--- src/design/sys_protect_pkg.sv ---
package sys_protect_pkg;
	// ***********************
	// Register map
	// ***********************
	localparam logic [7:0] OFS_SPC = 8'h00;
	localparam logic [7:0] OFS_WSR = 8'h04;
	localparam logic [7:0] OFS_PTR = 8'h08;
	localparam logic [7:0] OFS_PIC = 8'h0C;
	localparam logic [7:0] OFS_RCR = 8'h10;
	localparam logic [7:0] OFS_STAT = 8'h14;
	localparam int SPC_SWE = 7;
	localparam int SPC_SWP = 6;
	localparam int SPC_SWT = 4;
	localparam int SPC_HME = 3;
	localparam int PTR_PTP = 8;
	localparam int PIC_LVL = 8;
	localparam int STAT_PEND = 8;
	localparam logic SWE_RST = 1'h0;
	localparam logic HME_RST = 1'h0;
	localparam logic [1:0] SWT_RST = 2'h0;
	localparam logic [7:0] PITM_RST = 8'h00;
	localparam logic [2:0] PIRQL_RST = 3'h0;
	localparam logic [7:0] PIV_RST = 8'h0F;
	localparam logic [7:0] SEQ_FIRST = 8'h55;
	localparam logic [7:0] SEQ_SECOND = 8'hAA;
	localparam logic [2:0] LVL_TOP = 3'h7;
	// ***********************
	// Timing
	// ***********************
	localparam int FAST_REF_DIV = 128;
	localparam int PRESCALE_DIV = 512;
	localparam int PIT_FIXED_DIV = 4;
	localparam int WD_EXP_OFF = 9;
	localparam int WD_EXP_ON = 18;
	localparam int SPUR_WAIT = 4;

	function automatic logic [23:0] wd_limit(input logic [2:0] sel, input int trim);
		int e;
		e = (sel[2] ? WD_EXP_ON : WD_EXP_OFF) + 2 * int'(sel[1:0]) - trim;
		if (e < 1) begin
			e = 1;
		end
		return 24'((25'h0000001 << e) - 25'h0000001);
	endfunction : wd_limit
endpackage : sys_protect_pkg

--- src/design/prot_timer_if.sv ---
interface prot_timer_if;
	logic wd_tick;
	logic pit_tick;
	logic wd_en;
	logic watchdog_prescale_bit;
	logic [1:0] swt;
	logic service;
	logic wd_expire;
	logic periodic_prescale_bit;
	logic [7:0] modulus;
	logic pit_fire;
	logic [7:0] pit_count;
	modport ctl(output wd_tick, pit_tick, wd_en, watchdog_prescale_bit, swt, service, periodic_prescale_bit, modulus,
		input wd_expire, pit_fire, pit_count);
	modport wd(input wd_tick, wd_en, watchdog_prescale_bit, swt, service, output wd_expire);
	modport pit(input pit_tick, periodic_prescale_bit, modulus, output pit_fire, pit_count);
endinterface : prot_timer_if

--- src/design/sw_watchdog.sv ---
module sw_watchdog #(
	parameter int EXP_TRIM = 0
) (
	input wire logic i_sys_clk,
	input wire logic i_reset,
	prot_timer_if.wd tmr
);
	logic [2:0] ratio_sel;
	logic [23:0] count;
	logic [23:0] limit;
	logic at_end;

	always_comb limit = sys_protect_pkg::wd_limit(ratio_sel, EXP_TRIM);
	always_comb at_end = tmr.wd_tick && count == limit;

	// New timeout waits for a service so a rewrite cannot cut the running period short
	always_ff @(posedge i_sys_clk) begin
		if (i_reset || tmr.service) begin
			ratio_sel <= {tmr.watchdog_prescale_bit, tmr.swt};
		end
	end

	always_ff @(posedge i_sys_clk) begin
		if (i_reset || tmr.service || !tmr.wd_en) begin
			count <= 24'h000000;
		end else if (tmr.wd_tick) begin
			count <= at_end ? 24'h000000 : count + 24'h000001;
		end
	end

	always_ff @(posedge i_sys_clk) begin
		if (i_reset) begin
			tmr.wd_expire <= 1'b0;
		end else begin
			tmr.wd_expire <= tmr.wd_en && at_end && !tmr.service;
		end
	end
endmodule : sw_watchdog

--- src/design/pit_core.sv ---
module pit_core #(
	parameter int PRE_DIV = 512,
	parameter int FIX_DIV = 4
) (
	input wire logic i_sys_clk,
	input wire logic i_reset,
	prot_timer_if.pit tmr
);
	localparam int PW = $clog2(PRE_DIV);
	localparam int QW = $clog2(FIX_DIV);
	logic [PW-1:0] pre;
	logic [QW-1:0] quarter;
	logic pre_tick;
	logic dec_tick;
	logic [7:0] count;

	always_comb pre_tick = tmr.pit_tick && (!tmr.periodic_prescale_bit || pre == PW'(PRE_DIV - 1));
	always_comb dec_tick = pre_tick && quarter == QW'(FIX_DIV - 1);

	always_ff @(posedge i_sys_clk) begin
		if (i_reset) begin
			pre <= '0;
		end else if (tmr.pit_tick && tmr.periodic_prescale_bit) begin
			pre <= pre_tick ? '0 : pre + PW'(1);
		end
	end

	always_ff @(posedge i_sys_clk) begin
		if (i_reset) begin
			quarter <= '0;
		end else if (pre_tick) begin
			quarter <= dec_tick ? '0 : quarter + QW'(1);
		end
	end

	// Idle at zero; a new modulus waits for the current count to finish
	always_ff @(posedge i_sys_clk) begin
		if (i_reset) begin
			count <= 8'h00;
		end else if (count == 8'h00) begin
			count <= tmr.modulus;
		end else if (dec_tick) begin
			count <= (count == 8'h01) ? tmr.modulus : count - 8'h01;
		end
	end

	always_ff @(posedge i_sys_clk) begin
		if (i_reset) begin
			tmr.pit_fire <= 1'b0;
		end else begin
			tmr.pit_fire <= dec_tick && count == 8'h01;
		end
	end

	assign tmr.pit_count = count;
endmodule : pit_core

--- src/design/sys_protect.sv ---
// What this block does
// - Double bus fault halt resets the chip when the halt monitor is enabled.
// - Reset cause register flags a reset produced by the halt monitor.
// - Interrupt acknowledge with no arbitration raises the bus error signal.
// - Spurious interrupt monitor is always active, no control bit disables it.
// - Enabled watchdog expiring without service asserts chip reset.
// - Each completed service sequence restarts the watchdog count from zero.
// - Watchdog clock is reference, or reference over 128 in fast mode, optional 512.
// - Watchdog prescale resets to 1 with mode pin low, 0 when high.
// - Timing field and prescale pick ratio 2^9..2^15 or 2^18..2^24.
// - New watchdog timeout applies only after a completed service sequence.
// - Periodic timer base is reference, or reference over 128 in fast mode.
// - Periodic prescale bit selects divide by 1 or 512, reset from mode pin.
// - Selected periodic clock is divided by four before the modulus counter.
// - Eight-bit modulus sets the start value; zero switches the timer off.
// - At zero the timer requests an interrupt, reloads and keeps counting.
// - A new modulus is loaded only when the current count completes.
// - Request level is compared to the core mask; 000 disables, 1..7 levels.
// - Periodic request is presented before an external one of the same level.
// - The periodic counter keeps running while its interrupt is disabled.
// - Request level 111 selects priority level seven.
// - Periodic request places the vector on the bus; vector resets to 0F.
module sys_protect #(
	parameter int FAST_REF_DIV = sys_protect_pkg::FAST_REF_DIV,
	parameter int PRESCALE_DIV = sys_protect_pkg::PRESCALE_DIV,
	parameter int WD_EXP_TRIM = 0,
	parameter int SPUR_WAIT = sys_protect_pkg::SPUR_WAIT
) (
	input wire logic i_sys_clk,
	input wire logic i_reset,
	input wire logic i_power_on,
	input wire logic i_wb_cyc,
	input wire logic i_wb_stb,
	input wire logic i_wb_we,
	input wire logic [7:0] i_wb_adr,
	input wire logic [31:0] i_wb_dat,
	input wire logic [3:0] i_wb_sel,
	output logic o_wb_ack,
	output logic [31:0] o_wb_dat,
	input wire logic i_ref_clk,
	input wire logic i_clock_mode_pin,
	input wire logic i_fast_ref_pin,
	input wire logic i_halt_double_fault,
	input wire logic i_iack,
	input wire logic [2:0] i_iack_level,
	input wire logic i_ext_arb,
	input wire logic [2:0] i_core_mask,
	output logic o_chip_reset,
	output logic o_bus_error,
	output logic [2:0] o_pit_irq_level,
	output logic o_pit_recognized,
	output logic o_vector_valid,
	output logic [7:0] o_vector,
	output logic o_pit_first
);
	localparam int FW = $clog2(FAST_REF_DIV);
	localparam int SW = $clog2(SPUR_WAIT + 1);

	typedef enum logic [1:0] {IDLE, WAIT_ARB, SERVED, FAULT} iack_state_t;

	// ***********************
	// Pin synchronisers
	// ***********************
	logic [2:0] ref_sync;
	logic [1:0] mode_sync;
	logic [1:0] fast_sync;
	logic ref_edge;
	logic fast_mode;

	always_ff @(posedge i_sys_clk) begin
		ref_sync <= {ref_sync[1:0], i_ref_clk};
		mode_sync <= {mode_sync[0], i_clock_mode_pin};
		fast_sync <= {fast_sync[0], i_fast_ref_pin};
	end

	always_comb ref_edge = ref_sync[1] && !ref_sync[2];
	// Fast reference only exists with the synthesizer running
	always_comb fast_mode = mode_sync[1] && fast_sync[1];

	// ***********************
	// Reference divider
	// ***********************
	logic [FW-1:0] fdiv;
	logic base_tick;

	always_comb base_tick = ref_edge && (!fast_mode || fdiv == FW'(FAST_REF_DIV - 1));

	always_ff @(posedge i_sys_clk) begin
		if (i_reset) begin
			fdiv <= '0;
		end else if (ref_edge && fast_mode) begin
			fdiv <= base_tick ? '0 : fdiv + FW'(1);
		end
	end

	// ***********************
	// Bus slave
	// ***********************
	logic wr;
	logic lane0;
	logic lane1;

	always_comb wr = o_wb_ack && i_wb_cyc && i_wb_stb && i_wb_we;
	always_comb lane0 = wr && i_wb_sel[0];
	always_comb lane1 = wr && i_wb_sel[1];

	// One wait state; ack drops the cycle after it is sampled
	always_ff @(posedge i_sys_clk) begin
		if (i_reset) begin
			o_wb_ack <= 1'b0;
		end else begin
			o_wb_ack <= i_wb_cyc && i_wb_stb && !o_wb_ack;
		end
	end

	// ***********************
	// Control registers
	// ***********************
	logic watchdog_enable_bit;
	logic watchdog_prescale_bit;
	logic [1:0] swt;
	logic halt_monitor_enable;
	logic periodic_prescale_bit;
	logic [7:0] pitm;
	logic [2:0] pirql;
	logic [7:0] piv;

	always_ff @(posedge i_sys_clk) begin
		if (i_reset) begin
			watchdog_enable_bit <= sys_protect_pkg::SWE_RST;
			watchdog_prescale_bit <= !mode_sync[1];
			swt <= sys_protect_pkg::SWT_RST;
			halt_monitor_enable <= sys_protect_pkg::HME_RST;
		end else if (lane0 && i_wb_adr == sys_protect_pkg::OFS_SPC) begin
			watchdog_enable_bit <= i_wb_dat[sys_protect_pkg::SPC_SWE];
			watchdog_prescale_bit <= i_wb_dat[sys_protect_pkg::SPC_SWP];
			swt <= i_wb_dat[sys_protect_pkg::SPC_SWT +: 2];
			halt_monitor_enable <= i_wb_dat[sys_protect_pkg::SPC_HME];
		end
	end

	always_ff @(posedge i_sys_clk) begin
		if (i_reset) begin
			periodic_prescale_bit <= !mode_sync[1];
			pitm <= sys_protect_pkg::PITM_RST;
		end else if (i_wb_adr == sys_protect_pkg::OFS_PTR) begin
			if (lane1) begin
				periodic_prescale_bit <= i_wb_dat[sys_protect_pkg::PTR_PTP];
			end
			if (lane0) begin
				pitm <= i_wb_dat[7:0];
			end
		end
	end

	always_ff @(posedge i_sys_clk) begin
		if (i_reset) begin
			pirql <= sys_protect_pkg::PIRQL_RST;
			piv <= sys_protect_pkg::PIV_RST;
		end else if (i_wb_adr == sys_protect_pkg::OFS_PIC) begin
			if (lane1) begin
				pirql <= i_wb_dat[sys_protect_pkg::PIC_LVL +: 3];
			end
			if (lane0) begin
				piv <= i_wb_dat[7:0];
			end
		end
	end

	// ***********************
	// Service sequence
	// ***********************
	logic armed;
	logic service;
	logic svc_wr;

	always_comb svc_wr = lane0 && i_wb_adr == sys_protect_pkg::OFS_WSR;

	always_ff @(posedge i_sys_clk) begin
		if (i_reset) begin
			armed <= 1'b0;
			service <= 1'b0;
		end else begin
			service <= svc_wr && armed && i_wb_dat[7:0] == sys_protect_pkg::SEQ_SECOND;
			if (svc_wr) begin
				armed <= i_wb_dat[7:0] == sys_protect_pkg::SEQ_FIRST;
			end
		end
	end

	// ***********************
	// Timers
	// ***********************
	prot_timer_if tmr ();

	assign tmr.wd_tick = base_tick;
	assign tmr.pit_tick = base_tick;
	assign tmr.wd_en = watchdog_enable_bit;
	assign tmr.watchdog_prescale_bit = watchdog_prescale_bit;
	assign tmr.swt = swt;
	assign tmr.service = service;
	assign tmr.periodic_prescale_bit = periodic_prescale_bit;
	assign tmr.modulus = pitm;

	sw_watchdog #(
		.EXP_TRIM(WD_EXP_TRIM)
	) u_wd (
		.i_sys_clk(i_sys_clk),
		.i_reset(i_reset),
		.tmr(tmr.wd)
	);

	pit_core #(
		.PRE_DIV(PRESCALE_DIV),
		.FIX_DIV(sys_protect_pkg::PIT_FIXED_DIV)
	) u_pit (
		.i_sys_clk(i_sys_clk),
		.i_reset(i_reset),
		.tmr(tmr.pit)
	);

	// ***********************
	// Reset generation and cause
	// ***********************
	logic halt_evt;
	logic pend_wd;
	logic pend_halt;
	logic rst_d;
	logic [3:0] rcr;

	always_comb halt_evt = i_halt_double_fault && halt_monitor_enable;

	// Chip reset holds until the reset it caused comes back in
	always_ff @(posedge i_sys_clk) begin
		if (i_reset || i_power_on) begin
			o_chip_reset <= 1'b0;
		end else if (tmr.wd_expire || halt_evt) begin
			o_chip_reset <= 1'b1;
		end
	end

	// Cause flags survive i_reset and clear the cycle after it ends; power-on also clears them
	// A cause in the clearing cycle itself still sets its flag
	always_ff @(posedge i_sys_clk) begin
		if (i_power_on) begin
			pend_wd <= 1'b0;
			pend_halt <= 1'b0;
		end else if (!i_reset) begin
			pend_wd <= (pend_wd && !rst_d) || tmr.wd_expire;
			pend_halt <= (pend_halt && !rst_d) || halt_evt;
		end
	end

	always_ff @(posedge i_sys_clk) begin
		rst_d <= i_reset;
		if (i_reset) begin
			rcr <= {i_power_on, pend_halt, pend_wd, !(pend_halt || pend_wd)};
		end
	end

	// ***********************
	// Interrupt side
	// ***********************
	iack_state_t state;
	logic [SW-1:0] wait_cnt;
	logic pend;
	logic pit_hit;
	logic wait_out;

	always_comb pit_hit = pend && pirql != 3'h0 && i_iack_level == pirql;
	always_comb wait_out = wait_cnt == SW'(SPUR_WAIT - 1);

	// Counter runs whatever the level; only the request is gated
	always_ff @(posedge i_sys_clk) begin
		if (i_reset) begin
			pend <= 1'b0;
		end else if (tmr.pit_fire && pirql != 3'h0) begin
			pend <= 1'b1;
		end else if (state == IDLE && i_iack && pit_hit) begin
			pend <= 1'b0;
		end
	end

	always_ff @(posedge i_sys_clk) begin
		if (i_reset) begin
			state <= IDLE;
			wait_cnt <= '0;
		end else begin
			case (state)
				IDLE: begin
					wait_cnt <= '0;
					if (i_iack) begin
						state <= (pit_hit || i_ext_arb) ? SERVED : WAIT_ARB;
					end
				end
				WAIT_ARB: begin
					wait_cnt <= wait_cnt + SW'(1);
					if (!i_iack) begin
						state <= IDLE;
					end else if (i_ext_arb) begin
						state <= SERVED;
					end else if (wait_out) begin
						state <= FAULT;
					end
				end
				SERVED, FAULT: begin
					if (!i_iack) begin
						state <= IDLE;
					end
				end
				default: begin
					state <= IDLE;
				end
			endcase
		end
	end

	// No enable term: the monitor cannot be switched off
	always_ff @(posedge i_sys_clk) begin
		if (i_reset) begin
			o_bus_error <= 1'b0;
		end else begin
			o_bus_error <= i_iack && ((state == WAIT_ARB && !i_ext_arb && wait_out) || state == FAULT);
		end
	end

	always_ff @(posedge i_sys_clk) begin
		if (i_reset) begin
			o_vector_valid <= 1'b0;
			o_vector <= 8'h00;
			o_pit_first <= 1'b0;
		end else if (!i_iack) begin
			o_vector_valid <= 1'b0;
			o_pit_first <= 1'b0;
		end else if (state == IDLE && pit_hit) begin
			o_vector_valid <= 1'b1;
			o_vector <= piv;
			o_pit_first <= i_ext_arb;
		end
	end

	always_ff @(posedge i_sys_clk) begin
		if (i_reset) begin
			o_pit_irq_level <= 3'h0;
			o_pit_recognized <= 1'b0;
		end else begin
			o_pit_irq_level <= pend ? pirql : 3'h0;
			o_pit_recognized <= pend && pirql != 3'h0
				&& (pirql == sys_protect_pkg::LVL_TOP || pirql > i_core_mask);
		end
	end

	// ***********************
	// Read data
	// ***********************
	always_ff @(posedge i_sys_clk) begin
		if (i_reset) begin
			o_wb_dat <= 32'h00000000;
		end else if (i_wb_cyc && i_wb_stb && !o_wb_ack) begin
			case (i_wb_adr)
				sys_protect_pkg::OFS_SPC: o_wb_dat <= {24'h000000, watchdog_enable_bit, watchdog_prescale_bit, swt, halt_monitor_enable, 3'h0};
				sys_protect_pkg::OFS_PTR: o_wb_dat <= {23'h000000, periodic_prescale_bit, pitm};
				sys_protect_pkg::OFS_PIC: o_wb_dat <= {21'h000000, pirql, piv};
				sys_protect_pkg::OFS_RCR: o_wb_dat <= {28'h0000000, rcr};
				sys_protect_pkg::OFS_STAT: o_wb_dat <= {23'h000000, pend, tmr.pit_count};
				default: o_wb_dat <= 32'h00000000;
			endcase
		end else begin
			o_wb_dat <= 32'h00000000;
		end
	end
endmodule : sys_protect

--- config.mk ---
export PLATFORM = sky130hd
export DESIGN_NAME = sys_protect
export DESIGN_NICKNAME = d
export VERILOG_FILES = /design/src/design/sys_protect_pkg.sv /design/src/design/prot_timer_if.sv /design/src/design/sw_watchdog.sv /design/src/design/pit_core.sv /design/src/design/sys_protect.sv
export SDC_FILE = /design/constraint.sdc
export NUM_CORES = 1
export LEC_CHECK = 0
export BUFFER_PORTS_ARGS = -buffer_cell sky130_fd_sc_hd__buf_2
export CORE_ASPECT_RATIO = 0.6
export CORE_MARGIN = 10
export CORE_UTILIZATION = 50
export DETAILED_ROUTE_END_ITERATION = 7
export PLACE_DENSITY = 0.75
export REMOVE_ABC_BUFFERS = 1
export SLEW_MARGIN = 20
export SYNTH_ARGS = -nofsm -noshare
export SYNTH_HDL_FRONTEND = slang
export SYNTH_SLANG_ARGS = --single-unit
--- constraint.sdc ---
create_clock -name i_sys_clk -period 3 [get_ports i_sys_clk]
set_input_delay 0.6 -clock i_sys_clk [delete_from_list [all_inputs] [get_ports i_sys_clk]]
set_output_delay 0.6 -clock i_sys_clk [all_outputs]
set_load 0.005 [all_outputs]
Word level (Yosys, flattened, before mapping)
Cells that the tools add are included.

operators by class
  $add $sub $neg = 8
  order comparisons = 2
  equality and inequality tests = 21
  shift-type cells = 1
  mux-type cells = 25
  bitwise logic cells = 3
  reductions and logical operators = 77

operators by type and width
  operator                                                                count
  11-bit case mux with 5 select lines                                     1
  1-bit logical AND                                                       35
  32-bit by 4-bit adder with 32-bit output                                1
  32-bit by 2-bit < comparator with 1-bit output (second input constant)  1
  32-bit two-way mux                                                      1
  1-bit by 32-bit << shifter with 24-bit output (first input constant)    1
  24-bit by 1-bit adder with 24-bit output (second input constant)        1
  24-bit equality test                                                    1
  24-bit two-way mux                                                      1
  8-bit two-way mux                                                       3
  24-bit by 1-bit subtractor with 24-bit output (second input constant)   1
  8-bit by 4-bit equality test with 1-bit output (second input constant)  2
  8-bit by 5-bit equality test with 1-bit output (second input constant)  2
  8-bit logical NOT                                                       2
  2-bit two-way mux                                                       7
  1-bit logical OR                                                        12
  2-bit nonzero test                                                      6
  1-bit logical NOT                                                       10
  2-bit AND reduction                                                     5
  9-bit by 1-bit adder with 9-bit output (second input constant)          1
  9-bit equality test (second input constant)                             1
  9-bit two-way mux                                                       1
  8-bit by 1-bit equality test with 1-bit output (second input constant)  1
  8-bit by 3-bit equality test with 1-bit output (second input constant)  1
  25 further kinds                                                        39

storage, ports and cells
  flip-flop bits (word level) = 151
  input bits = 62
  output and inout port bits = 49
  word-level logic and storage cells = 174

Logic depth before layout (Yosys ltp)
Gate-level depths: netlist of run 1.

  depth in word-level cells = 10
  gate-level depth with buffers = 14
  mapped depth without buffers = 10

By module
From an unflattened synthesis of run 1, not the netlist that was laid out.

second synthesis, totals
  cell total of the unflattened synthesis = 743
  area, all modules = 6722.7 um^2

by module, submodules not included
  module       times used  cells an instance  area an instance (um^2)  sequential area each (um^2)
  sys_protect  1           372                3528.4                   1701.6
  sw_watchdog  1           244                2098.3                   590.6
  pit_core     1           127                1096.1                   400.4

Worst setup path after synthesis of run 1
No wires, ideal clock.

  path kind = reg2reg
  start = reg u_wd.ratio_sel[2]
  end = reg u_wd.count[11]
  library setup time = 0.115 ns
  arrival time = 3.007 ns
  data required time = 2.885 ns
  path slack = -0.122 ns
  cell stages (with the launch flop) = 13
  buffers on the path = 2
  clock period less this slack = 3.122 ns
  cell sequence = edfxtp_1 -> ha_1 -> ha_1 -> buf_2 -> and4bb_2 -> a31oi_2 -> and3_4 -> or4_4 -> a211oi_2 -> o2111ai_1 -> o21ai_4 -> buf_6 -> nor2_1

on the way
  longest elaborated chain between the ends = 9

RTL lines
  what                                             line                   text
  start, declared                                  sw_watchdog.sv:8       logic [2:0] ratio_sel;
  start signal, assigned                           sw_watchdog.sv:19      ratio_sel <= {tmr.watchdog_prescale_bit, tmr.swt};
  5-bit two-way mux *                              sys_protect_pkg.sv:39  e = (sel[2] ? WD_EXP_ON : WD_EXP_OFF) + 2 * int'(sel[1:0]) - trim;
  32-bit by 4-bit adder with 32-bit output *       sys_protect_pkg.sv:39
  32-bit by 2-bit < comparator with 1-bit output   sys_protect_pkg.sv:40  if (e < 1) begin
  32-bit two-way mux *                             sys_protect_pkg.sv:40
  1-bit by 32-bit << shifter with 24-bit output *  sys_protect_pkg.sv:43  return 24'((25'h0000001 << e) - 25'h0000001);
  24-bit by 1-bit subtractor with 24-bit output *  sys_protect_pkg.sv:43
  24-bit equality test *                           sw_watchdog.sv:14      always_comb at_end = tmr.wd_tick && count == limit;
  1-bit logical AND *                              sw_watchdog.sv:14
  24-bit two-way mux *                             sw_watchdog.sv:27      count <= at_end ? 24'h000000 : count + 24'h000001;
  end signal, assigned                             sw_watchdog.sv:27
  end, declared                                    sw_watchdog.sv:9       logic [23:0] count;

Every way passes the cells marked *; elsewhere a longest branch is shown, timed or not.
A chain may end at the register's enable or synchronous reset.

Final worst setup path of run 1
  start = reg u_wd.ratio_sel[2]
  end = reg u_wd.count[0]

Same word-level chain as after synthesis.

==> results of run 1 <==
==> flip-flops by register name (all words and copies together) (netlist names), 4 cells and up <==
register             count
piv                      8
u_pit.tmr.pit_count      8
u_pit.pre                9
pitm                     8
fdiv                     7
o_vector                 8
rcr                      4
u_wd.count              24
o_wb_dat                11
==> cell type report <==
type	count	area [um^2]
Inverter	23	86.33
Sequential cell	130	2693
Fill cell	1069	4579
Tap cell	170	212.7
Clock buffer	18	439.2
Clock inverter	14	142.6
Multi-Input combinational cell	599	3879
Timing Repair Buffer	132	940.9
==> how the worst min path moves through the flow <==
stage | start | end
after CTS | i_ref_clk | ref_sync[0]
after global routing | i_ref_clk | ref_sync[0]
after floorplan | fast_sync[0] | fast_sync[1]
after detailed placement | fast_sync[0] | fast_sync[1]
final | i_ref_clk | ref_sync[0]
after global placement | ref_sync[0] | ref_sync[1]
==> layer usage <==
metal  wire [um]  global-route usage  share of wire
met2        7910              0.2750           0.41
met3        1736             0.05025          0.091
met1        9221              0.2933           0.48
met5          13                   0        0.00068
met4         297             0.05951          0.015
==> through the flow <==
stage	instances	hold WS, ns	cell area (um^2)	setup TNS [ns]
6_report	1086	0.2760	8393	-3.871
5_1_grt	1086	0.2643	8393	-5.231
4_1_cts	1084	0.2713	8252	-0.5661
3_5_place_dp	1042	0.3121	7431	-2.820
3_3_place_gp	1042	0.3135	7431	-1.747
2_1_floorplan	752	0.3096	6457	-18.44
==> timing repair <==
item,in CTS,in global routing
gates cloned,2,2
setup buffers,9,5
endpoints found under the setup margin,25,25
endpoints found under the hold margin,0,0
pin swaps,12,9
gates resized for setup,27,25
==> power breakdown <==
| group | internal (W) | switching (W) |
|---|---|---|
| sequential | 0.00181 | 0.0000769 |
| clock | 0.00119 | 0.000874 |
| combinational | 0.000415 | 0.000646 |
==> placed cells by master, fill, tap and decap left out, types with 7 or more instances in the layout <==
master,netlist,routed
nand2_1,67,66
nor2_1,120,115
mux2i_1,21,20
o21ai_0,17,15
clkbuf_16,0,19
mux2_2,9,9
xnor2_1,22,22
a22oi_1,8,8
and2_1,10,10
edfxtp_1,9,9
and3_1,12,12
nor3b_1,7,7
conb_1,1,21
ha_1,18,14
inv_1,23,23
a21oi_1,49,47
o31ai_1,11,9
nor2b_1,12,9
a31oi_1,8,7
dfxtp_1,121,121
xor2_1,28,28
nor3_1,21,18
buf_4,21,55
nand4_1,14,14
nand2b_1,12,12
nand3_1,30,30
buf_2,5,66
==> logic make-up after synthesis <==
| family | Yosys count | synth area share |
|---|---|---|
| AOI/OAI and AO/OA | 144 | 0.1449 |
| xor gates and xnor gates | 51 | 0.06939 |
| adders and majority gates | 18 | 0.03358 |
| buffers and inverters | 81 | 0.06137 |
| DFF | 130 | 0.4014 |
| muxes | 30 | 0.04645 |
| other | 1 | 0.0005591 |
| and+or+nand+nor | 335 | 0.2423 |
==> impl_results.md, run 1 <==
- Status: finished, violations left
- Failing checks: negative setup slack
- Hold Buf Count CTS: 0
- Reg2reg end: u_wd.count[0]
- CTS tree: built
- Power Total: 0.005009 W
- Share of cells above drive strength 1: 0.2391
- Final core occ: 0.6470
- Worst stage delay on the critical path: 0.50 ns
- Final ANT Viol Nets: 0
- Vias per inst: 5.742
- CP max-delay cell: edfxtp_1
- Commonest cells in the netlist: dfxtp_1 (121), nor2_1 (120), nand2_1 (67)
- Remaining DRCs: 0
- CP Capture Type: register
- Slew headroom: 0.4717
- Crit path max-delay family: simple AND/OR/NAND/NOR gates
- Final wirelength: 19,180 um
- CP max FO: 6
- Clock transition at the registers of the reported paths: 0.07 ns
- Skew-Pair Late Insertion Delay: 0.42 ns
- DRT iter0 DRCs: 819
- R2r setup slk: -0.19 ns
- # diodes: 0
- I/O pin count: 111
- H-tree level count: 4
- Seq cells post-synth: 130
- Row cnt: 32
- Max Buffers Root-to-Sink: 2
- Register area share after synthesis: 0.4014
- Largest cells by area after synthesis: dfxtp_1 (36%), nor2_1 (6.7%), edfxtp_1 (4.0%)
- Final setup viols: 24
- Main flop type after synthesis: dfxtp_1
- Asr flop ratio synth: 0
- Total Routing Usage GR: 0.1982
- FMAX: 313.4 MHz
- Die X: 169.5 um
- Worst-path cell chain: ha_4, ha_4, and4bb_2, a31oi_4, buf_6, a31oi_4, nor3_2, buf_4, mux2i_4, nand4_1, o21ai_4, buf_6, buf_8, o31ai_2
- Critical path type: register to register
- First-pass GRT wire length: 30,050 um
- Via Count: 6,236
- Final slew viol count: 0
- Worst hold stages: 1
- Worst-Margin Slew: 0.7842 ns
- Starting Density: 0.5171
- R2r worst-path depth: 14
- Initial antenna violation count: 1
- Post-Place Setup Slack: -0.1576 ns
- Ys Warns: 0
- CTS Buf Count: 17
- RSZ-0062 raised after global routing: yes
- Mapped Cells: 790
- Largest area contributor in the netlist: dfxtp_1
- Top-count cell post-synth: dfxtp_1
- Core area: 12,970 um^2
- Global route overflow: 0
- Max-cap violations: 0
- Vias in the first global route: 5,693
- Hpwl dp: 13,030 um
- Final Hold Vio Count: 0
- Post-synth EDFFs: 9
- Reg2reg start: u_wd.ratio_sel[2]
- Port bufs: 66
- DIE HEIGHT: 109.7 um
- Area Overhead vs Synth: 25.13%
- Fin nets: 983
- DIE AREA: 18,600 um^2
- Worst Setup EP: u_wd.count[0]
- Crit path time final: 3.191 ns
- Arrival time of the worst setup path: 3.47 ns
- # clock sinks: 130
- GP Congestion: 0.9609
- Fin crit share: 1.064
- Post-synthesis cell area: 6708 um^2
- Worst Path Required: 3.28 ns
- Clock root buffer: clkbuf_16
- Max VDD drop: 0.0004006 V
- Worst min-delay path class: input pin to register
- Largest net degree at the start of global routing: 50
- PD cells: 596.8 nW/um^2
- Syn avg cell area: 8.491 um^2
- Netlist cell types: 68
- Critical Path Source: u_wd.ratio_sel[2]
- Min setup slack post-route: -0.1912 ns
- Crit start category: register
- Worst Skew: 0.01149 ns
- Lkg Pwr: 3.379 nW
- Stages on worst setup path: 14
- DR pass1 iterations: 5
- WP buf/inv: 4
- Area share of the largest cell type after synthesis: 0.3611
- Avg WL per Cell: 17.66 um
No activity file was read; power rests on OpenSTA's default activity.
==> inputs of run 2 (changes only) <==
--- a/config.mk
+++ b/config.mk
@@ -8,7 +8,10 @@
 export BUFFER_PORTS_ARGS = -buffer_cell sky130_fd_sc_hd__buf_2
+export CAP_MARGIN = 10
+export CELL_PAD_IN_SITES_DETAIL_PLACEMENT = 1
+export CELL_PAD_IN_SITES_GLOBAL_PLACEMENT = 1
 export CORE_ASPECT_RATIO = 0.6
 export CORE_MARGIN = 10
-export CORE_UTILIZATION = 50
+export CORE_UTILIZATION = 38
 export DETAILED_ROUTE_END_ITERATION = 7
-export PLACE_DENSITY = 0.75
+export PLACE_DENSITY_LB_ADDON = 0.1
 export REMOVE_ABC_BUFFERS = 1
--- a/constraint.sdc
+++ b/constraint.sdc
@@ -3,2 +3,2 @@
 set_output_delay 0.6 -clock i_sys_clk [all_outputs]
-set_load 0.005 [all_outputs]
+set_load 0.02 [all_outputs]
==> run 2 against run 1 <==
Effect of this change:
- final area up 0.92%
- global-route usage decreased by 1.1 points
- count of clock-buffer cells in the layout rose by 3
- non-clock buffer count up 1
- cell count rose by 5.9%
- critical path depth down 3
- via count shrank 2.6%
- power grew 4.8%
- the flow still finishes with violations (negative setup slack)
==> impl_results.md, run 2 (synthesis results as in run 1) <==
- Status: finished, violations left (unchanged)
- Failing checks: negative setup slack (unchanged)
- Top reg by flops: u_wd.count (unchanged)
- Crit path max-delay family: compound AO/OA/AOI/OAI gates (was simple AND/OR/NAND/NOR gates)
- FMAX: 325.5 MHz (was 313.4 MHz)
- Vias per inst: 5.283 (was 5.742)
- Most used cell, CP: ha_4
- TNS Setup: -1.252 ns (was -3.871 ns)
- Crit start category: register (unchanged)
- DRT iter0 DRCs: 431 (was 819)
- Worst-Margin Slew: 0.7415 ns (was 0.7842 ns)
- Final core occ: 0.4919 (was 0.6470)
- Initial antenna violation count: 0 (was 1)
- Clock root buffer: clkbuf_16 (unchanged)
- I/O pin count: 111 (unchanged)
- Worst stage delay on the critical path: 0.48 ns (was 0.50 ns)
- Max Buffers Root-to-Sink: 2 (unchanged)
- Starting Density: 0.3895 (was 0.5171)
- Final ANT Viol Nets: 0 (unchanged)
- PD cells: 620.0 nW/um^2 (was 596.8 nW/um^2)
- First-pass GRT wire length: 34,490 um (was 30,050 um)
- Remaining DRCs: 0 (unchanged)
- GP Congestion: 0.8743 (was 0.9609)
- Vias in the first global route: 6,243 (was 5,693)
- Arrival time of the worst setup path: 3.39 ns (was 3.47 ns)
- Final wirelength: 22,030 um (was 19,180 um)
- Max FFs per register: 24 (unchanged)
- Lkg Pwr: 3.385 nW (was 3.379 nW)
- Slew headroom: 0.5057 (was 0.4717)
- Fin nets: 984 (was 983)
- Worst min-delay path class: input pin to register (unchanged)
- Total Routing Usage GR: 0.1873 (was 0.1982)
- Min-delay src: i_clock_mode_pin (was i_ref_clk)
- Min setup slack post-route: -0.07187 ns (was -0.1912 ns)
- Largest net degree at the start of global routing: 69 (was 50)
- Row cnt: 37 (was 32)
- Worst Path Required: 3.32 ns (was 3.28 ns)
- Core area: 17,220 um^2 (was 12,970 um^2)
- Max VDD drop: 0.0003941 V (was 0.0004006 V)
- Global route overflow: 0 (unchanged)
- Critical Path Source: u_wd.ratio_sel[2] (unchanged)
- Skew-Pair Late Insertion Delay: 0.43 ns (was 0.42 ns)
- Via Count: 6,076 (was 6,236)
- Area Overhead vs Synth: 26.28% (was 25.13%)
- Worst-path cell chain: ha_4, ha_4, and4bb_2, a31oi_4, a21oi_2, or4_4, a211oi_2, o2111ai_2, o21ai_4, buf_6, nor2_1 (was ha_4, ha_4, and4bb_2, a31oi_4, buf_6, a31oi_4, nor3_2, buf_4, mux2i_4, nand4_1, o21ai_4, buf_6, buf_8, o31ai_2)
- # diodes: 0 (unchanged)
- Critical path type: register to register (unchanged)
- Fin crit share: 1.024 (was 1.064)
- CTS Buf Count: 17 (unchanged)
- Post-Place Setup Slack: -0.2998 ns (was -0.1576 ns)
- CP max-delay cell: edfxtp_1 (unchanged)
- Avg WL per Cell: 19.16 um (was 17.66 um)
- Power Total: 0.005252 W (was 0.005009 W)
- Reg2reg start: u_wd.ratio_sel[2] (unchanged)
- WP buf/inv: 1 (was 4)
- Most frequent cells in the layout: dfxtp_1 (121), nor2_1 (113), nand2_1 (67) (was dfxtp_1 (121), nor2_1 (115), nand2_1 (66), buf_2 (66), buf_4 (55))
- CP Capture Type: register (unchanged)
- DIE HEIGHT: 122.9 um (was 109.7 um)
- RSZ-0062 raised after global routing: yes (unchanged)
- Port bufs: 66 (unchanged)
- Max-cap violations: 0 (unchanged)
- H-tree level count: 4 (unchanged)
- Final setup viols: 24 (unchanged)
- CP max FO: 7 (was 6)
- DIE AREA: 23,540 um^2 (was 18,600 um^2)
- Worst Skew: 0.01199 ns (was 0.01149 ns)
- Share of cells above drive strength 1: 0.2369 (was 0.2391)
- Final Hold Vio Count: 0 (unchanged)
- Commonest non-fill, non-tap cell in the layout: dfxtp_1 (unchanged)
- Hpwl dp: 16,470 um (was 13,030 um)
- DR pass1 iterations: 4 (was 5)
- Crit path time final: 3.072 ns (was 3.191 ns)
- Die X: 191.5 um (was 169.5 um)
- # clock sinks: 130 (unchanged)
- Largest registers: u_wd.count (24), o_wb_dat (11), u_pit.pre (9) (unchanged)
- CTS tree: built (unchanged)
- Final slew viol count: 0 (unchanged)
- Clock transition at the registers of the reported paths: 0.06 ns (was 0.07 ns)
- R2r setup slk: -0.07 ns (was -0.19 ns)
==> run 2: final cells by class <==
type,instances,area [um^2]
timing repair buffer,133,898.4
tap,234,292.8
sequential,130,2693
multi-input combinational,599,3856
fill,2037,8751
clock buffer,21,491.7
inverter,23,86.33
clock inverter,10,152.6
==> run 2: worst paths after layout <==
| check | end | cells after the start |
|---|---|---|
| max | u_wd.count[6] | 11 |
| min reg2reg | fast_sync[1] | 0 |
| max reg2reg | u_wd.count[6] | 11 |
| min | mode_sync[0] | 1 |
==> run 2: per-stage QoR <==
step | cell area [um^2] | hold WS (ns) | instances
floorplan | 6457 | 0.3096 | 752
global placement | 7528 | 0.3184 | 1110
detailed placement | 7528 | 0.3181 | 1110
CTS | 8293 | 0.2482 | 1144
global route | 8471 | 0.2419 | 1150
finish | 8471 | 0.2667 | 1150
==> run 2: metal layers <==
layer | track usage | routed length (um) | vias up
li1 | - | - | 2961
met3 | 0.05906 | 1469 | 20
met1 | 0.2685 | 11270 | 2972
met4 | 0.04519 | 189 | 0
met2 | 0.2661 | 9102 | 123
met5 | 0 | 0 | -
==> run 2: power breakdown <==
group	switching, W	internal (W)
registers	0.0000782	0.00181
clock network	0.000803	0.00149
logic	0.000653	0.000414
total	0.00153	0.00372
==> run 2: what timing repair did <==
action / in CTS / in global routing
setup buffers: 2 / 5
hold buffers: 0 / 0
endpoints found under the setup margin: 25 / 25
cloned: 1 / 1
pin swaps: 3 / 15
resized for setup: 21 / 27
